## src/rtl/eat_pkg.sv

```systemverilog
package eat_pkg;

	// Clock rate and sample time base
	localparam int EAT_CLK_HZ = 20000000;
	localparam int EAT_SEC_UNIT_S = 1;
	localparam int EAT_SEC_CYCLES = EAT_CLK_HZ * EAT_SEC_UNIT_S;
	localparam logic [5:0] EAT_SEC_PER_MIN = 6'h3c;
	localparam int EAT_PRESC_W = 25;

	// Register indices; the bus byte address is four times the index
	localparam logic [9:0] EAT_IDX_RATE_LO = 10'h206;
	localparam logic [9:0] EAT_IDX_RATE_HI = 10'h207;
	localparam logic [9:0] EAT_IDX_TEMP_LO_THR = 10'h208;
	localparam logic [9:0] EAT_IDX_TEMP_HI_THR = 10'h209;
	localparam logic [9:0] EAT_IDX_HUM_LO_THR = 10'h20a;
	localparam logic [9:0] EAT_IDX_HUM_HI_THR = 10'h20b;
	localparam logic [9:0] EAT_IDX_HUM_RES_LSB = 10'h20e;
	localparam logic [9:0] EAT_IDX_HUM_RES_MSB = 10'h20f;
	localparam logic [9:0] EAT_IDX_TEMP_CTRL = 10'h210;
	localparam logic [9:0] EAT_IDX_HUM_CTRL = 10'h211;
	localparam logic [9:0] EAT_IDX_OSC_CTRL = 10'h212;
	localparam logic [9:0] EAT_IDX_MISSION_CFG = 10'h213;
	localparam logic [9:0] EAT_IDX_ALARM_STAT = 10'h214;

	// Field positions
	localparam int EAT_LOW_EN_BIT = 0;
	localparam int EAT_HIGH_EN_BIT = 1;
	localparam int EAT_OSC_RUN_BIT = 0;
	localparam int EAT_FAST_BIT = 1;
	localparam int EAT_HUM_LOG_BIT = 1;
	localparam int EAT_HUM_WIDE_BIT = 3;
	localparam int EAT_TLF_BIT = 0;
	localparam int EAT_THF_BIT = 1;
	localparam int EAT_HLF_BIT = 2;
	localparam int EAT_HHF_BIT = 3;
	localparam int EAT_BOR_BIT = 7;

	// Fixed bit patterns of unused register bits
	localparam logic [7:0] EAT_TEMP_CTRL_FILL = 8'h00;
	localparam logic [7:0] EAT_HUM_CTRL_FILL = 8'hfc;
	localparam logic [7:0] EAT_OSC_CTRL_FILL = 8'h00;
	localparam logic [7:0] EAT_MISSION_FILL = 8'hc0;
	localparam logic [7:0] EAT_ALARM_FILL = 8'h70;

	// Reset values and minimum interval
	localparam logic [7:0] EAT_THR_RESET = 8'h00;
	localparam logic [13:0] EAT_RATE_RESET = 14'h0000;
	localparam logic [5:0] EAT_MISSION_RESET = 6'h00;
	localparam logic [13:0] EAT_RATE_MIN = 14'h0001;

	// Bus answer states, one-hot
	typedef enum logic [1:0] {
		EAT_BUS_IDLE = 2'b01,
		EAT_BUS_ACK = 2'b10
	} eat_bus_e;

endpackage

```

## src/rtl/eat_ctrl.sv

```systemverilog
// Functional notes
// - Hold 12-bit humidity result in two bytes
// - Log high byte always, low byte if wide
// - Wide humidity format bit selects log width
// - Humidity alarms compare only the result MSB
// - Humidity low/high thresholds readable and writable
// - Compare raw result, no correction applied
// - Temperature thresholds; flags in alarm status
// - Temperature high alarm when enabled, >= threshold
// - Temperature low alarm when enabled, <= threshold
// - Humidity high alarm when enabled, >= threshold
// - Humidity low alarm when enabled, <= threshold
// - Humidity flags share the alarm status register
// - Temp/oscillator control bits 7..2 read zero
// - Humidity control bits 7..2 read one
// - Control registers read-only during a mission
// - Fast select: seconds if set, else minutes
// - Oscillator enable beside sample speed select
// - Oscillator enable; conversion or start sets it
// - 14-bit interval, zero acts as one
`timescale 1ns/10ps
module eat_ctrl import eat_pkg::*; #(
	parameter int SEC_CYCLES = EAT_SEC_CYCLES
) (
	input wire logic REF_CLK,
	input wire logic RESET,
	input wire logic [11:0] AVS_ADDRESS,
	input wire logic AVS_READ,
	input wire logic AVS_WRITE,
	input wire logic [31:0] AVS_WRITEDATA,
	input wire logic [3:0] AVS_BYTEENABLE,
	output logic [31:0] AVS_READDATA,
	output logic AVS_WAITREQUEST,
	input wire logic MISSION_ACTIVE,
	input wire logic MISSION_START,
	input wire logic FORCED_CONV,
	input wire logic MEM_CLEAR,
	input wire logic TEMP_CONV_VALID,
	input wire logic [7:0] TEMP_CONV_MSB,
	input wire logic HUM_CONV_VALID,
	input wire logic [11:0] HUM_CONV_RESULT,
	output logic OSC_RUN,
	output logic FAST_SAMPLE,
	output logic SAMPLE_DUE,
	output logic LOG_HUM_WR,
	output logic LOG_HUM_WIDE,
	output logic [15:0] LOG_HUM_DATA,
	output logic ALARM_ANY
);

	// Whole register state of the block
	typedef struct packed {
		eat_bus_e bus;
		logic waitreq;
		logic [7:0] rdata;
		logic [7:0] temp_lo_thr;
		logic [7:0] temp_hi_thr;
		logic [7:0] hum_lo_thr;
		logic [7:0] hum_hi_thr;
		logic [11:0] hum_result;
		logic temp_high_alarm_en;
		logic temp_low_alarm_en;
		logic hum_high_alarm_en;
		logic hum_low_alarm_en;
		logic fast_sample_sel;
		logic osc_run_en;
		logic [13:0] rate;
		logic [5:0] mission_cfg;
		logic temp_low_flag;
		logic temp_high_flag;
		logic hum_low_flag;
		logic hum_high_flag;
		logic bor_flag;
		logic log_wr;
		logic log_wide;
		logic [15:0] log_data;
		logic alarm_any;
	} eat_state_s;

	eat_state_s state_reg;
	eat_state_s state_next;

	logic bus_req;
	logic [9:0] reg_idx;
	logic [7:0] wr_byte;
	logic [7:0] hum_result_msb;
	logic [3:0] hum_result_lsb;
	logic hum_wide_format_sel;
	logic hum_log_en;
	logic timer_run;
	logic timer_due;

	assign bus_req = AVS_READ || AVS_WRITE;
	assign reg_idx = AVS_ADDRESS[11:2];
	assign wr_byte = AVS_WRITEDATA[7:0];
	assign hum_result_msb = state_reg.hum_result[11:4];
	assign hum_result_lsb = state_reg.hum_result[3:0];
	assign hum_wide_format_sel = state_reg.mission_cfg[EAT_HUM_WIDE_BIT];
	assign hum_log_en = state_reg.mission_cfg[EAT_HUM_LOG_BIT];

	// Sample time base only runs while the oscillator runs during a mission
	assign timer_run = state_reg.osc_run_en && MISSION_ACTIVE;

	eat_sample_timer #(
		.SEC_CYCLES(SEC_CYCLES)
	) u_timer (
		.clk(REF_CLK),
		.rst(RESET),
		.run_en(timer_run),
		.fast_sel(state_reg.fast_sample_sel),
		.interval(state_reg.rate),
		.sample_due(timer_due)
	);

	// Next-state logic: bus slave, conversions, alarms and logging
	always_comb begin
		logic [7:0] rd;
		logic [7:0] hum_msb_new;
		rd = 8'h00;
		hum_msb_new = HUM_CONV_RESULT[11:4];
		state_next = state_reg;
		state_next.log_wr = 1'b0;

		// Read multiplexer; unmapped addresses read as zero
		case (reg_idx)
			EAT_IDX_RATE_LO: begin
				rd = state_reg.rate[7:0];
			end
			EAT_IDX_RATE_HI: begin
				rd = {2'b00, state_reg.rate[13:8]};
			end
			EAT_IDX_TEMP_LO_THR: begin
				rd = state_reg.temp_lo_thr;
			end
			EAT_IDX_TEMP_HI_THR: begin
				rd = state_reg.temp_hi_thr;
			end
			EAT_IDX_HUM_LO_THR: begin
				rd = state_reg.hum_lo_thr;
			end
			EAT_IDX_HUM_HI_THR: begin
				rd = state_reg.hum_hi_thr;
			end
			EAT_IDX_HUM_RES_LSB: begin
				// Lower nibble carries nothing from the sensor; shown as zero
				rd = {hum_result_lsb, 4'h0};
			end
			EAT_IDX_HUM_RES_MSB: begin
				rd = hum_result_msb;
			end
			EAT_IDX_TEMP_CTRL: begin
				rd = EAT_TEMP_CTRL_FILL;
				rd[EAT_HIGH_EN_BIT] = state_reg.temp_high_alarm_en;
				rd[EAT_LOW_EN_BIT] = state_reg.temp_low_alarm_en;
			end
			EAT_IDX_HUM_CTRL: begin
				rd = EAT_HUM_CTRL_FILL;
				rd[EAT_HIGH_EN_BIT] = state_reg.hum_high_alarm_en;
				rd[EAT_LOW_EN_BIT] = state_reg.hum_low_alarm_en;
			end
			EAT_IDX_OSC_CTRL: begin
				rd = EAT_OSC_CTRL_FILL;
				rd[EAT_FAST_BIT] = state_reg.fast_sample_sel;
				rd[EAT_OSC_RUN_BIT] = state_reg.osc_run_en;
			end
			EAT_IDX_MISSION_CFG: begin
				rd = EAT_MISSION_FILL | {2'b00, state_reg.mission_cfg};
			end
			EAT_IDX_ALARM_STAT: begin
				rd = EAT_ALARM_FILL;
				rd[EAT_BOR_BIT] = state_reg.bor_flag;
				rd[EAT_HHF_BIT] = state_reg.hum_high_flag;
				rd[EAT_HLF_BIT] = state_reg.hum_low_flag;
				rd[EAT_THF_BIT] = state_reg.temp_high_flag;
				rd[EAT_TLF_BIT] = state_reg.temp_low_flag;
			end
			default: begin
				rd = 8'h00;
			end
		endcase

		// Bus handshake: one wait cycle, then the answer edge
		case (state_reg.bus)
			EAT_BUS_IDLE: begin
				if (bus_req) begin
					state_next.bus = EAT_BUS_ACK;
					state_next.waitreq = 1'b0;
					state_next.rdata = AVS_READ ? rd : state_reg.rdata;
				end
			end
			EAT_BUS_ACK: begin
				// Write commits at the edge the master sees waitrequest low
				state_next.bus = EAT_BUS_IDLE;
				state_next.waitreq = 1'b1;
				if (AVS_WRITE && AVS_BYTEENABLE[0]) begin
					case (reg_idx)
						EAT_IDX_TEMP_LO_THR: begin
							state_next.temp_lo_thr = wr_byte;
						end
						EAT_IDX_TEMP_HI_THR: begin
							state_next.temp_hi_thr = wr_byte;
						end
						EAT_IDX_HUM_LO_THR: begin
							state_next.hum_lo_thr = wr_byte;
						end
						EAT_IDX_HUM_HI_THR: begin
							state_next.hum_hi_thr = wr_byte;
						end
						EAT_IDX_RATE_LO: begin
							if (!MISSION_ACTIVE) begin
								state_next.rate[7:0] = wr_byte;
							end
						end
						EAT_IDX_RATE_HI: begin
							if (!MISSION_ACTIVE) begin
								state_next.rate[13:8] = wr_byte[5:0];
							end
						end
						EAT_IDX_TEMP_CTRL: begin
							// Only the two enables are stored; upper bits stay zero
							if (!MISSION_ACTIVE) begin
								state_next.temp_high_alarm_en = wr_byte[EAT_HIGH_EN_BIT];
								state_next.temp_low_alarm_en = wr_byte[EAT_LOW_EN_BIT];
							end
						end
						EAT_IDX_HUM_CTRL: begin
							if (!MISSION_ACTIVE) begin
								state_next.hum_high_alarm_en = wr_byte[EAT_HIGH_EN_BIT];
								state_next.hum_low_alarm_en = wr_byte[EAT_LOW_EN_BIT];
							end
						end
						EAT_IDX_OSC_CTRL: begin
							if (!MISSION_ACTIVE) begin
								state_next.fast_sample_sel = wr_byte[EAT_FAST_BIT];
								state_next.osc_run_en = wr_byte[EAT_OSC_RUN_BIT];
							end
						end
						EAT_IDX_MISSION_CFG: begin
							if (!MISSION_ACTIVE) begin
								state_next.mission_cfg = wr_byte[5:0];
							end
						end
						default: begin
							state_next.rdata = state_reg.rdata;
						end
					endcase
				end
			end
			default: begin
				state_next.bus = EAT_BUS_IDLE;
				state_next.waitreq = 1'b1;
			end
		endcase

		// Conversion or mission start forces the oscillator to run over any write
		if (FORCED_CONV || MISSION_START) begin
			state_next.osc_run_en = 1'b1;
		end

		// Memory clear drops all alarm flags; a set below in the same cycle wins
		if (MEM_CLEAR) begin
			state_next.temp_low_flag = 1'b0;
			state_next.temp_high_flag = 1'b0;
			state_next.hum_low_flag = 1'b0;
			state_next.hum_high_flag = 1'b0;
			state_next.bor_flag = 1'b0;
		end

		// Temperature alarms use the conversion MSB only
		if (TEMP_CONV_VALID && MISSION_ACTIVE) begin
			if (state_reg.temp_high_alarm_en && TEMP_CONV_MSB >= state_reg.temp_hi_thr) begin
				state_next.temp_high_flag = 1'b1;
			end
			if (state_reg.temp_low_alarm_en && TEMP_CONV_MSB <= state_reg.temp_lo_thr) begin
				state_next.temp_low_flag = 1'b1;
			end
		end

		// Every humidity reading updates the result, forced or not
		if (HUM_CONV_VALID) begin
			state_next.hum_result = HUM_CONV_RESULT;
		end

		// Raw MSB against raw thresholds; no correction in hardware
		if (HUM_CONV_VALID && MISSION_ACTIVE) begin
			if (state_reg.hum_high_alarm_en && hum_msb_new >= state_reg.hum_hi_thr) begin
				state_next.hum_high_flag = 1'b1;
			end
			if (state_reg.hum_low_alarm_en && hum_msb_new <= state_reg.hum_lo_thr) begin
				state_next.hum_low_flag = 1'b1;
			end
		end

		// Log strobe: MSB always, low nibble only in wide format
		if (HUM_CONV_VALID && MISSION_ACTIVE && hum_log_en) begin
			state_next.log_wr = 1'b1;
			state_next.log_wide = hum_wide_format_sel;
			state_next.log_data = hum_wide_format_sel ? {HUM_CONV_RESULT, 4'h0} : {hum_msb_new, 8'h00};
		end

		state_next.alarm_any = state_next.temp_low_flag || state_next.temp_high_flag ||
			state_next.hum_low_flag || state_next.hum_high_flag;
	end

	// Single register stage; a battery reset marks the battery flag
	always_ff @(posedge REF_CLK or posedge RESET) begin
		if (RESET) begin
			state_reg.bus <= EAT_BUS_IDLE;
			state_reg.waitreq <= 1'b1;
			state_reg.rdata <= 8'h00;
			state_reg.temp_lo_thr <= EAT_THR_RESET;
			state_reg.temp_hi_thr <= EAT_THR_RESET;
			state_reg.hum_lo_thr <= EAT_THR_RESET;
			state_reg.hum_hi_thr <= EAT_THR_RESET;
			state_reg.hum_result <= 12'h000;
			state_reg.temp_high_alarm_en <= 1'b0;
			state_reg.temp_low_alarm_en <= 1'b0;
			state_reg.hum_high_alarm_en <= 1'b0;
			state_reg.hum_low_alarm_en <= 1'b0;
			state_reg.fast_sample_sel <= 1'b0;
			state_reg.osc_run_en <= 1'b0;
			state_reg.rate <= EAT_RATE_RESET;
			state_reg.mission_cfg <= EAT_MISSION_RESET;
			state_reg.temp_low_flag <= 1'b0;
			state_reg.temp_high_flag <= 1'b0;
			state_reg.hum_low_flag <= 1'b0;
			state_reg.hum_high_flag <= 1'b0;
			state_reg.bor_flag <= 1'b1;
			state_reg.log_wr <= 1'b0;
			state_reg.log_wide <= 1'b0;
			state_reg.log_data <= 16'h0000;
			state_reg.alarm_any <= 1'b0;
		end else begin
			state_reg <= state_next;
		end
	end

	// Outputs straight from the state flops
	assign AVS_READDATA = {24'h000000, state_reg.rdata};
	assign AVS_WAITREQUEST = state_reg.waitreq;
	assign OSC_RUN = state_reg.osc_run_en;
	assign FAST_SAMPLE = state_reg.fast_sample_sel;
	assign SAMPLE_DUE = timer_due;
	assign LOG_HUM_WR = state_reg.log_wr;
	assign LOG_HUM_WIDE = state_reg.log_wide;
	assign LOG_HUM_DATA = state_reg.log_data;
	assign ALARM_ANY = state_reg.alarm_any;

endmodule // eat_ctrl

```

## src/rtl/eat_sample_timer.sv

```systemverilog
`timescale 1ns/10ps
module eat_sample_timer import eat_pkg::*; #(
	parameter int SEC_CYCLES = EAT_SEC_CYCLES
) (
	input wire logic clk,
	input wire logic rst,
	input wire logic run_en,
	input wire logic fast_sel,
	input wire logic [13:0] interval,
	output logic sample_due
);

	typedef struct packed {
		logic [EAT_PRESC_W-1:0] presc;
		logic [5:0] sec_cnt;
		logic [13:0] unit_cnt;
		logic due;
	} eat_timer_s;

	eat_timer_s state_reg;
	eat_timer_s state_next;

	// Second prescaler, minute divider and interval counter
	always_comb begin
		logic sec_tick;
		logic unit_tick;
		logic [13:0] target;
		sec_tick = 1'b0;
		unit_tick = 1'b0;
		target = (interval == 14'h0000) ? EAT_RATE_MIN : interval;
		state_next = state_reg;
		state_next.due = 1'b0;
		if (!run_en) begin
			// Stopped oscillator holds the time base at zero
			state_next.presc = '0;
			state_next.sec_cnt = '0;
			state_next.unit_cnt = '0;
		end else begin
			if (state_reg.presc == EAT_PRESC_W'(SEC_CYCLES - 1)) begin
				state_next.presc = '0;
				sec_tick = 1'b1;
			end else begin
				state_next.presc = state_reg.presc + 1'b1;
			end
			if (sec_tick) begin
				if (state_reg.sec_cnt == EAT_SEC_PER_MIN - 6'h01) begin
					state_next.sec_cnt = '0;
				end else begin
					state_next.sec_cnt = state_reg.sec_cnt + 1'b1;
				end
			end
			// Seconds when fast, minutes otherwise
			unit_tick = fast_sel ? sec_tick : (sec_tick && state_reg.sec_cnt == EAT_SEC_PER_MIN - 6'h01);
			if (unit_tick) begin
				if (state_reg.unit_cnt + 14'h0001 >= target) begin
					state_next.unit_cnt = '0;
					state_next.due = 1'b1;
				end else begin
					state_next.unit_cnt = state_reg.unit_cnt + 14'h0001;
				end
			end
		end
	end

	always_ff @(posedge clk or posedge rst) begin
		if (rst) begin
			state_reg <= '0;
		end else begin
			state_reg <= state_next;
		end
	end

	assign sample_due = state_reg.due;

endmodule // eat_sample_timer

```

## config.mk

```make
export PLATFORM = sky130hd
export DESIGN_NAME = eat_ctrl
export DESIGN_NICKNAME = d
export VERILOG_FILES = /design/src/rtl/eat_pkg.sv /design/src/rtl/eat_ctrl.sv /design/src/rtl/eat_sample_timer.sv
export SDC_FILE = /design/constraint.sdc
export NUM_CORES = 1
export LEC_CHECK = 0
export BUFFER_PORTS_ARGS = -buffer_cell sky130_fd_sc_hd__buf_2
export CAP_MARGIN = 20
export CORE_MARGIN = 5
export CORE_UTILIZATION = 48
export DETAILED_ROUTE_END_ITERATION = 7
export PLACE_DENSITY = 0.65
export SLEW_MARGIN = 30
export SYNTH_ARGS = -nofsm -noshare
export SYNTH_HDL_FRONTEND = slang
export SYNTH_SLANG_ARGS = --single-unit
```

## constraint.sdc

```tcl
create_clock -name REF_CLK -period 5.3 [get_ports REF_CLK]
set_clock_uncertainty 0.05 [all_clocks]
set_input_delay 0.53 -clock REF_CLK [delete_from_list [all_inputs] [get_ports REF_CLK]]
set_output_delay 0.53 -clock REF_CLK [all_outputs]
set_load 0.05 [all_outputs]
```

After elaboration in Yosys (flattened, before gate mapping)
Index checks and enable logic that the tools add are counted.

Flip-flop bits (word level): 151. Input port bits: 78. Output and inout bits: 55. Word-level logic and storage cells: 129.

Add/sub/neg operators: 3. Magnitude comparators: 5. Eq/ne operators: 21. Mux-type cells: 37. Bitwise gates (word level): 2. Reduce and logical (&&, ||, !) cells: 31.

Operator list (count): 10-bit == test, second input constant (13); 8-bit case mux with 13 select lines (1); 45-bit 2-to-1 mux (1); 21-bit 2-to-1 mux (2); 6-bit 2-to-1 mux (6); 8-bit 2-to-1 mux (4); 4-bit AND reduction (8); 14-bit 2-to-1 mux (2); 25-bit by 1-bit adder with 25-bit output, second input constant (1); 25-bit == test, second input constant (1); 25-bit 2-to-1 mux (1); 18-bit 2-to-1 mux (1); 8-bit >= comparator (2); 8-bit less-or-equal comparator (2); 8-bit case mux with 2 select lines (1); 15-bit 2-to-1 mux (1); 14-bit by 1-bit adder with 14-bit output, second input constant (1); 14-bit >= comparator (1); 14-bit zero test (1); 1-bit 2-to-1 mux (12); 3-bit AND reduction (4); 11-bit 2-to-1 mux (1); 1-bit logical AND (10); 6-bit by 1-bit adder with 6-bit output, second input constant (1); 11 further kinds (21).

Logic depth before layout (Yosys ltp)
Depth in word-level cells: 7. Depth in mapped cells: 13. Gate-level depth less buffers: 13.

Hierarchy
A second synthesis with hierarchy kept.

Cell total of the unflattened synthesis: 821. Area, all modules: 8574.5 µm².

Modules (own cells, without submodules): eat_ctrl (times used 1, cells each 534, area each 5863.1 µm², sequential area each 2504.9 µm²); eat_sample_timer (times used 1, cells each 287, area each 2711.4 µm², sequential area each 1151.1 µm²).

Worst setup path after synthesis
No wires, ideal clock.

Path kind: register to register. Start: register u_timer.state_reg[1] (netlist bit). End: register u_timer.state_reg[10] (netlist bit). Library setup time: 0.065 ns. Data arrival time: 2.786 ns. Required time: 5.185 ns. Slack: 2.399 ns. Stages on the path, launching flop included: 13. Buffers on the path: 0. Period minus slack after synthesis: 2.901 ns. Cell sequence: dfrtp_1 ha_1 nand3_1 nor2_1 nand4_1 or2_2 nand2_1 ha_1 a21o_1 a2111oi_1 o2111ai_2 nand2b_1 nand2_1.

Longest elaborated chain between the ends: 5.

Ends and longest elaborated chain: start: declaration (line eat_sample_timer.sv:20) `eat_timer_s state_reg;`; start signal: assignment (line eat_sample_timer.sv:69) `state_reg <= state_next;`; 14-bit by 1-bit adder with 14-bit output (*) (line eat_sample_timer.sv:55, eat_sample_timer.sv:59); 14-bit >= comparator (line eat_sample_timer.sv:55) `if (state_reg.unit_cnt + 14'h0001 >= target) begin`; 14-bit 2-to-1 mux (*) (line eat_sample_timer.sv:55); 15-bit 2-to-1 mux (*) (line eat_sample_timer.sv:54) `if (unit_tick) begin`; 45-bit 2-to-1 mux (*) (line eat_sample_timer.sv:33) `if (!run_en) begin`.

Mark *: on every way between the ends. The rest lies on a longest branch, timed or not. The select of a mux whose other input is x is not followed. A chain may end at the register's enable or synchronous reset.

Worst setup path after layout
Start: register u_timer.state_reg[1] (netlist bit). End: register u_timer.state_reg[6] (netlist bit).

The elaborated chain is that of the path after synthesis.

==> impl_metrics.py <==
metrics = {
    "die": {
        "dieArea_um2": 20300,
        "start_util_pct": 48.8,
        "fp-row-count": 48,
        "core_area_um2": 17300,
        "die_h_um": 143,
        "dieWidth_um": 143,
        "ios": 133,
    },
    "power": {
        "power.density_nw_per_um2": 276,
        "p_leak_uw": 0.00465,
        "ir_worst_vdd_uv": 231,
        "fin_total_pwr_uw": 2580,
    },
    "grt": {
        "grt_pass1_wl_um": 33600,
        "grt_max_degree": 99,
        "grt_usage_pct": 21.1,
        "antenna_found_initial": 1,
        "grt_overflow_total": 0,
        "grt_pass1_vias": 6210,
    },
    "detailed_routing": {
        "drtIter0Drc": 435,
        "drc": 0,
        "wire_per_inst_um": 18.3,
        "ant_nets": 0,
        "firstDrtPassIters": 5,
        "drt-total-wl_um": 20500,
        "vias": 6297,
        "vias_per_cell": 5.62,
    },
    "yosys": {
        "yosysMostFrequentCell": "dfrtp_1",
        "synth.area.top_cells": "dfrtp_1 43%, ha_1 7.3%, mux2_1 4.7%",
        "synthCells": 832,
        "yosysTopAreaCell": "dfrtp_1",
        "synthFlopType": "dfrtp_1",
        "synth_cell_type_count": 73,
        "yosysSeqAreaShare_pct": 43.3,
        "async_reset_ff_share_pct": 100,
        "yosys.area.top_type_share_pct": 42.7,
        "syn_avg_cell_area_um2": 10.1,
        "synth-edff-count": 0,
        "yosysWarnings": 0,
        "synthesis.area_um2": 8440,
        "yosys_register_bits": 146,
        "yosys-top-cells-count": "144 x dfrtp_1, 81 x nand2_1, 51 x inv_1",
    },
    "clock_tree": {
        "cts_made_buffers": 17,
        "cts_resized": 0,
        "clk_pin_slew_worst_paths_ns": 0.06,
        "cts_max_path_buffers": 2,
        "clock-root-buffer": "clkbuf_16",
        "cts_hold_buf": 0,
        "clkLatencyLatePin_ns": 0.43,
        "cts_setup_buffers": 0,
        "cts_tree": "yes",
        "htreeDepth": 4,
        "cts_sinks": 146,
    },
    "timing": {
        "max_clock_freq_mhz": 292,
        "period_minus_slack_ns": 3.43,
        "grt_setup_unrepaired": "false",
        "hold_violations": 0,
        "final.period_utilization_pct": 64.6,
        "finalSetupViolCount": 0,
        "postLayoutSetupSlackWorst_ns": 1.87,
        "worst_pin_slew_ns": 0.904,
        "slew_headroom_pct": 39.7,
        "slew_violations": 0,
        "tns_ns": 0,
    },
    "placed_design": {
        "hpwl_um": 14800,
        "port-buffer-count": 75,
        "routabilityCongestion": 0.898,
        "dp_slack_ns": 1.91,
    },
    "layout": {
        "area_growth_pct": 10.8,
        "drive_gt1_share_pct": 17.9,
        "nets": 1010,
        "diodes": 0,
        "largest_reg_flops": 61,
    },
    "setup_path": {
        "cp-start-kind": "flop",
        "setup.worst_path.class": "reg -> reg",
        "crit_fanout": 9,
        "required_ns": 5.61,
        "endpoint_kind": "flop",
        "cp.arrival_ns": 3.74,
    },
    "worst_hold_path": {
        "hold_class": "in -> async",
    },
    "flow_run": {
        "cap_violations": 0,
    },
    "outcome": {
        "status": "finished, final reports clean",
    },
}
==> through the flow <==
stage / cell area (um2) / util [%] / hold WS (ns) / instances
2_1_floorplan: 8550 / - / 0.401 / 859
3_3_place_gp: 8760 / 50.6 / 0.409 / 1089
3_5_place_dp: 8760 / 50.6 / 0.417 / 1089
4_1_cts: 9350 / 54.1 / 0.183 / 1121
5_1_grt: 9360 / 54.1 / 0.198 / 1121
6_report: 9360 / 54.1 / 0.173 / 1121
==> layer usage <==
metal / vias to the layer above / share of wire (%) / GRT usage, % / routed length [um]
met1: 3038 / 47 / 30.3 / 9570
met4: 2 / 1.8 / 6.75 / 368
met2: 231 / 44 / 31.0 / 8960
met5: - / 0.063 / 0 / 13
li1: 2991 / - / - / -
met3: 35 / 8.0 / 6.13 / 1640
==> cell type report <==
| class | count | area [um2] |
|---|---|---|
| Clock inverter | 11 | 129 |
| Tap cell | 225 | 282 |
| Timing Repair Buffer | 77 | 390 |
| Sequential cell | 146 | 3660 |
| Clock buffer | 21 | 460 |
| Fill cell | 1560 | 7940 |
| Inverter | 51 | 199 |
| Multi-Input combinational cell | 590 | 4240 |
==> final timing paths <==
| check | cells past startpoint | start | slack (ns) | end |
|---|---|---|---|---|
| max | 12 | u_timer.state_reg[1] | 1.87 | u_timer.state_reg[6] |
| min | 2 | RESET | 0.17 | LOG_HUM_WIDE |
| max reg2reg | 12 | u_timer.state_reg[1] | 1.87 | u_timer.state_reg[6] |
| min reg2reg | 1 | AVS_READDATA[4] | 0.42 | AVS_READDATA[4] |
| max in group asynchronous | 3 | RESET | 3.85 | state_reg[37] |
| min in group REF_CLK | 2 | MEM_CLEAR | 0.19 | state_reg[19] |
==> worst max-delay path: stages (launching register included) <==
cell       delay [ns]
dfrtp_1          0.44
ha_1             0.21
nand3_1          0.11
nor2_1           0.28
nand4_1          0.16
or2_2            0.31
nand2_1          0.07
ha_1             0.24
a21o_1           0.17
a2111oi_1        0.58
o2111ai_2        0.40
a21oi_1          0.23
a21o_1           0.10
==> report_power, final <==
part           internal (uW)  switching (uW)
Clock                    719             488
Sequential              1140            15.3
Combinational           54.9             163
Total                   1910             666
==> cell families after synthesis <==
family / after synthesis / synth area share (%)
other: 1 / 0.0444
AO/OA/AOI/OAI: 144 / 11.4
AND/OR/NAND/NOR: 265 / 16.5
buffers and inverters: 123 / 7.79
XOR/XNOR: 29 / 3.01
multiplexers: 75 / 10.7
flip-flops: 146 / 43.3
adder cells (fa/ha/maj): 49 / 7.26
==> layout by cell type, fill, tap and decap left out, drive strengths merged, types with 3 or more instances in the layout <==
master      n
clkinvlp    5
clkinv      3
nor2b       8
mux4        3
and2        6
mux2       65
a31oi       6
nand3      35
nor3       13
inv        52
nor2       47
a22oi      12
o2111a      3
nand4      17
conb       28
or3         3
mux2i       7
or2         5
a21oi      25
and3       11
dfrtp     144
a221oi      3
a211o       3
nand2b     10
xnor2      12
o22ai       3
buf        77
a21o       18
o21ai      40
xor2       17
nor4        4
and4        8
ha         49
clkbuf     21
o21a        4
a22o       11
nand2      84
a2111oi     3
Note: power is estimated with default switching activity, not from simulation.
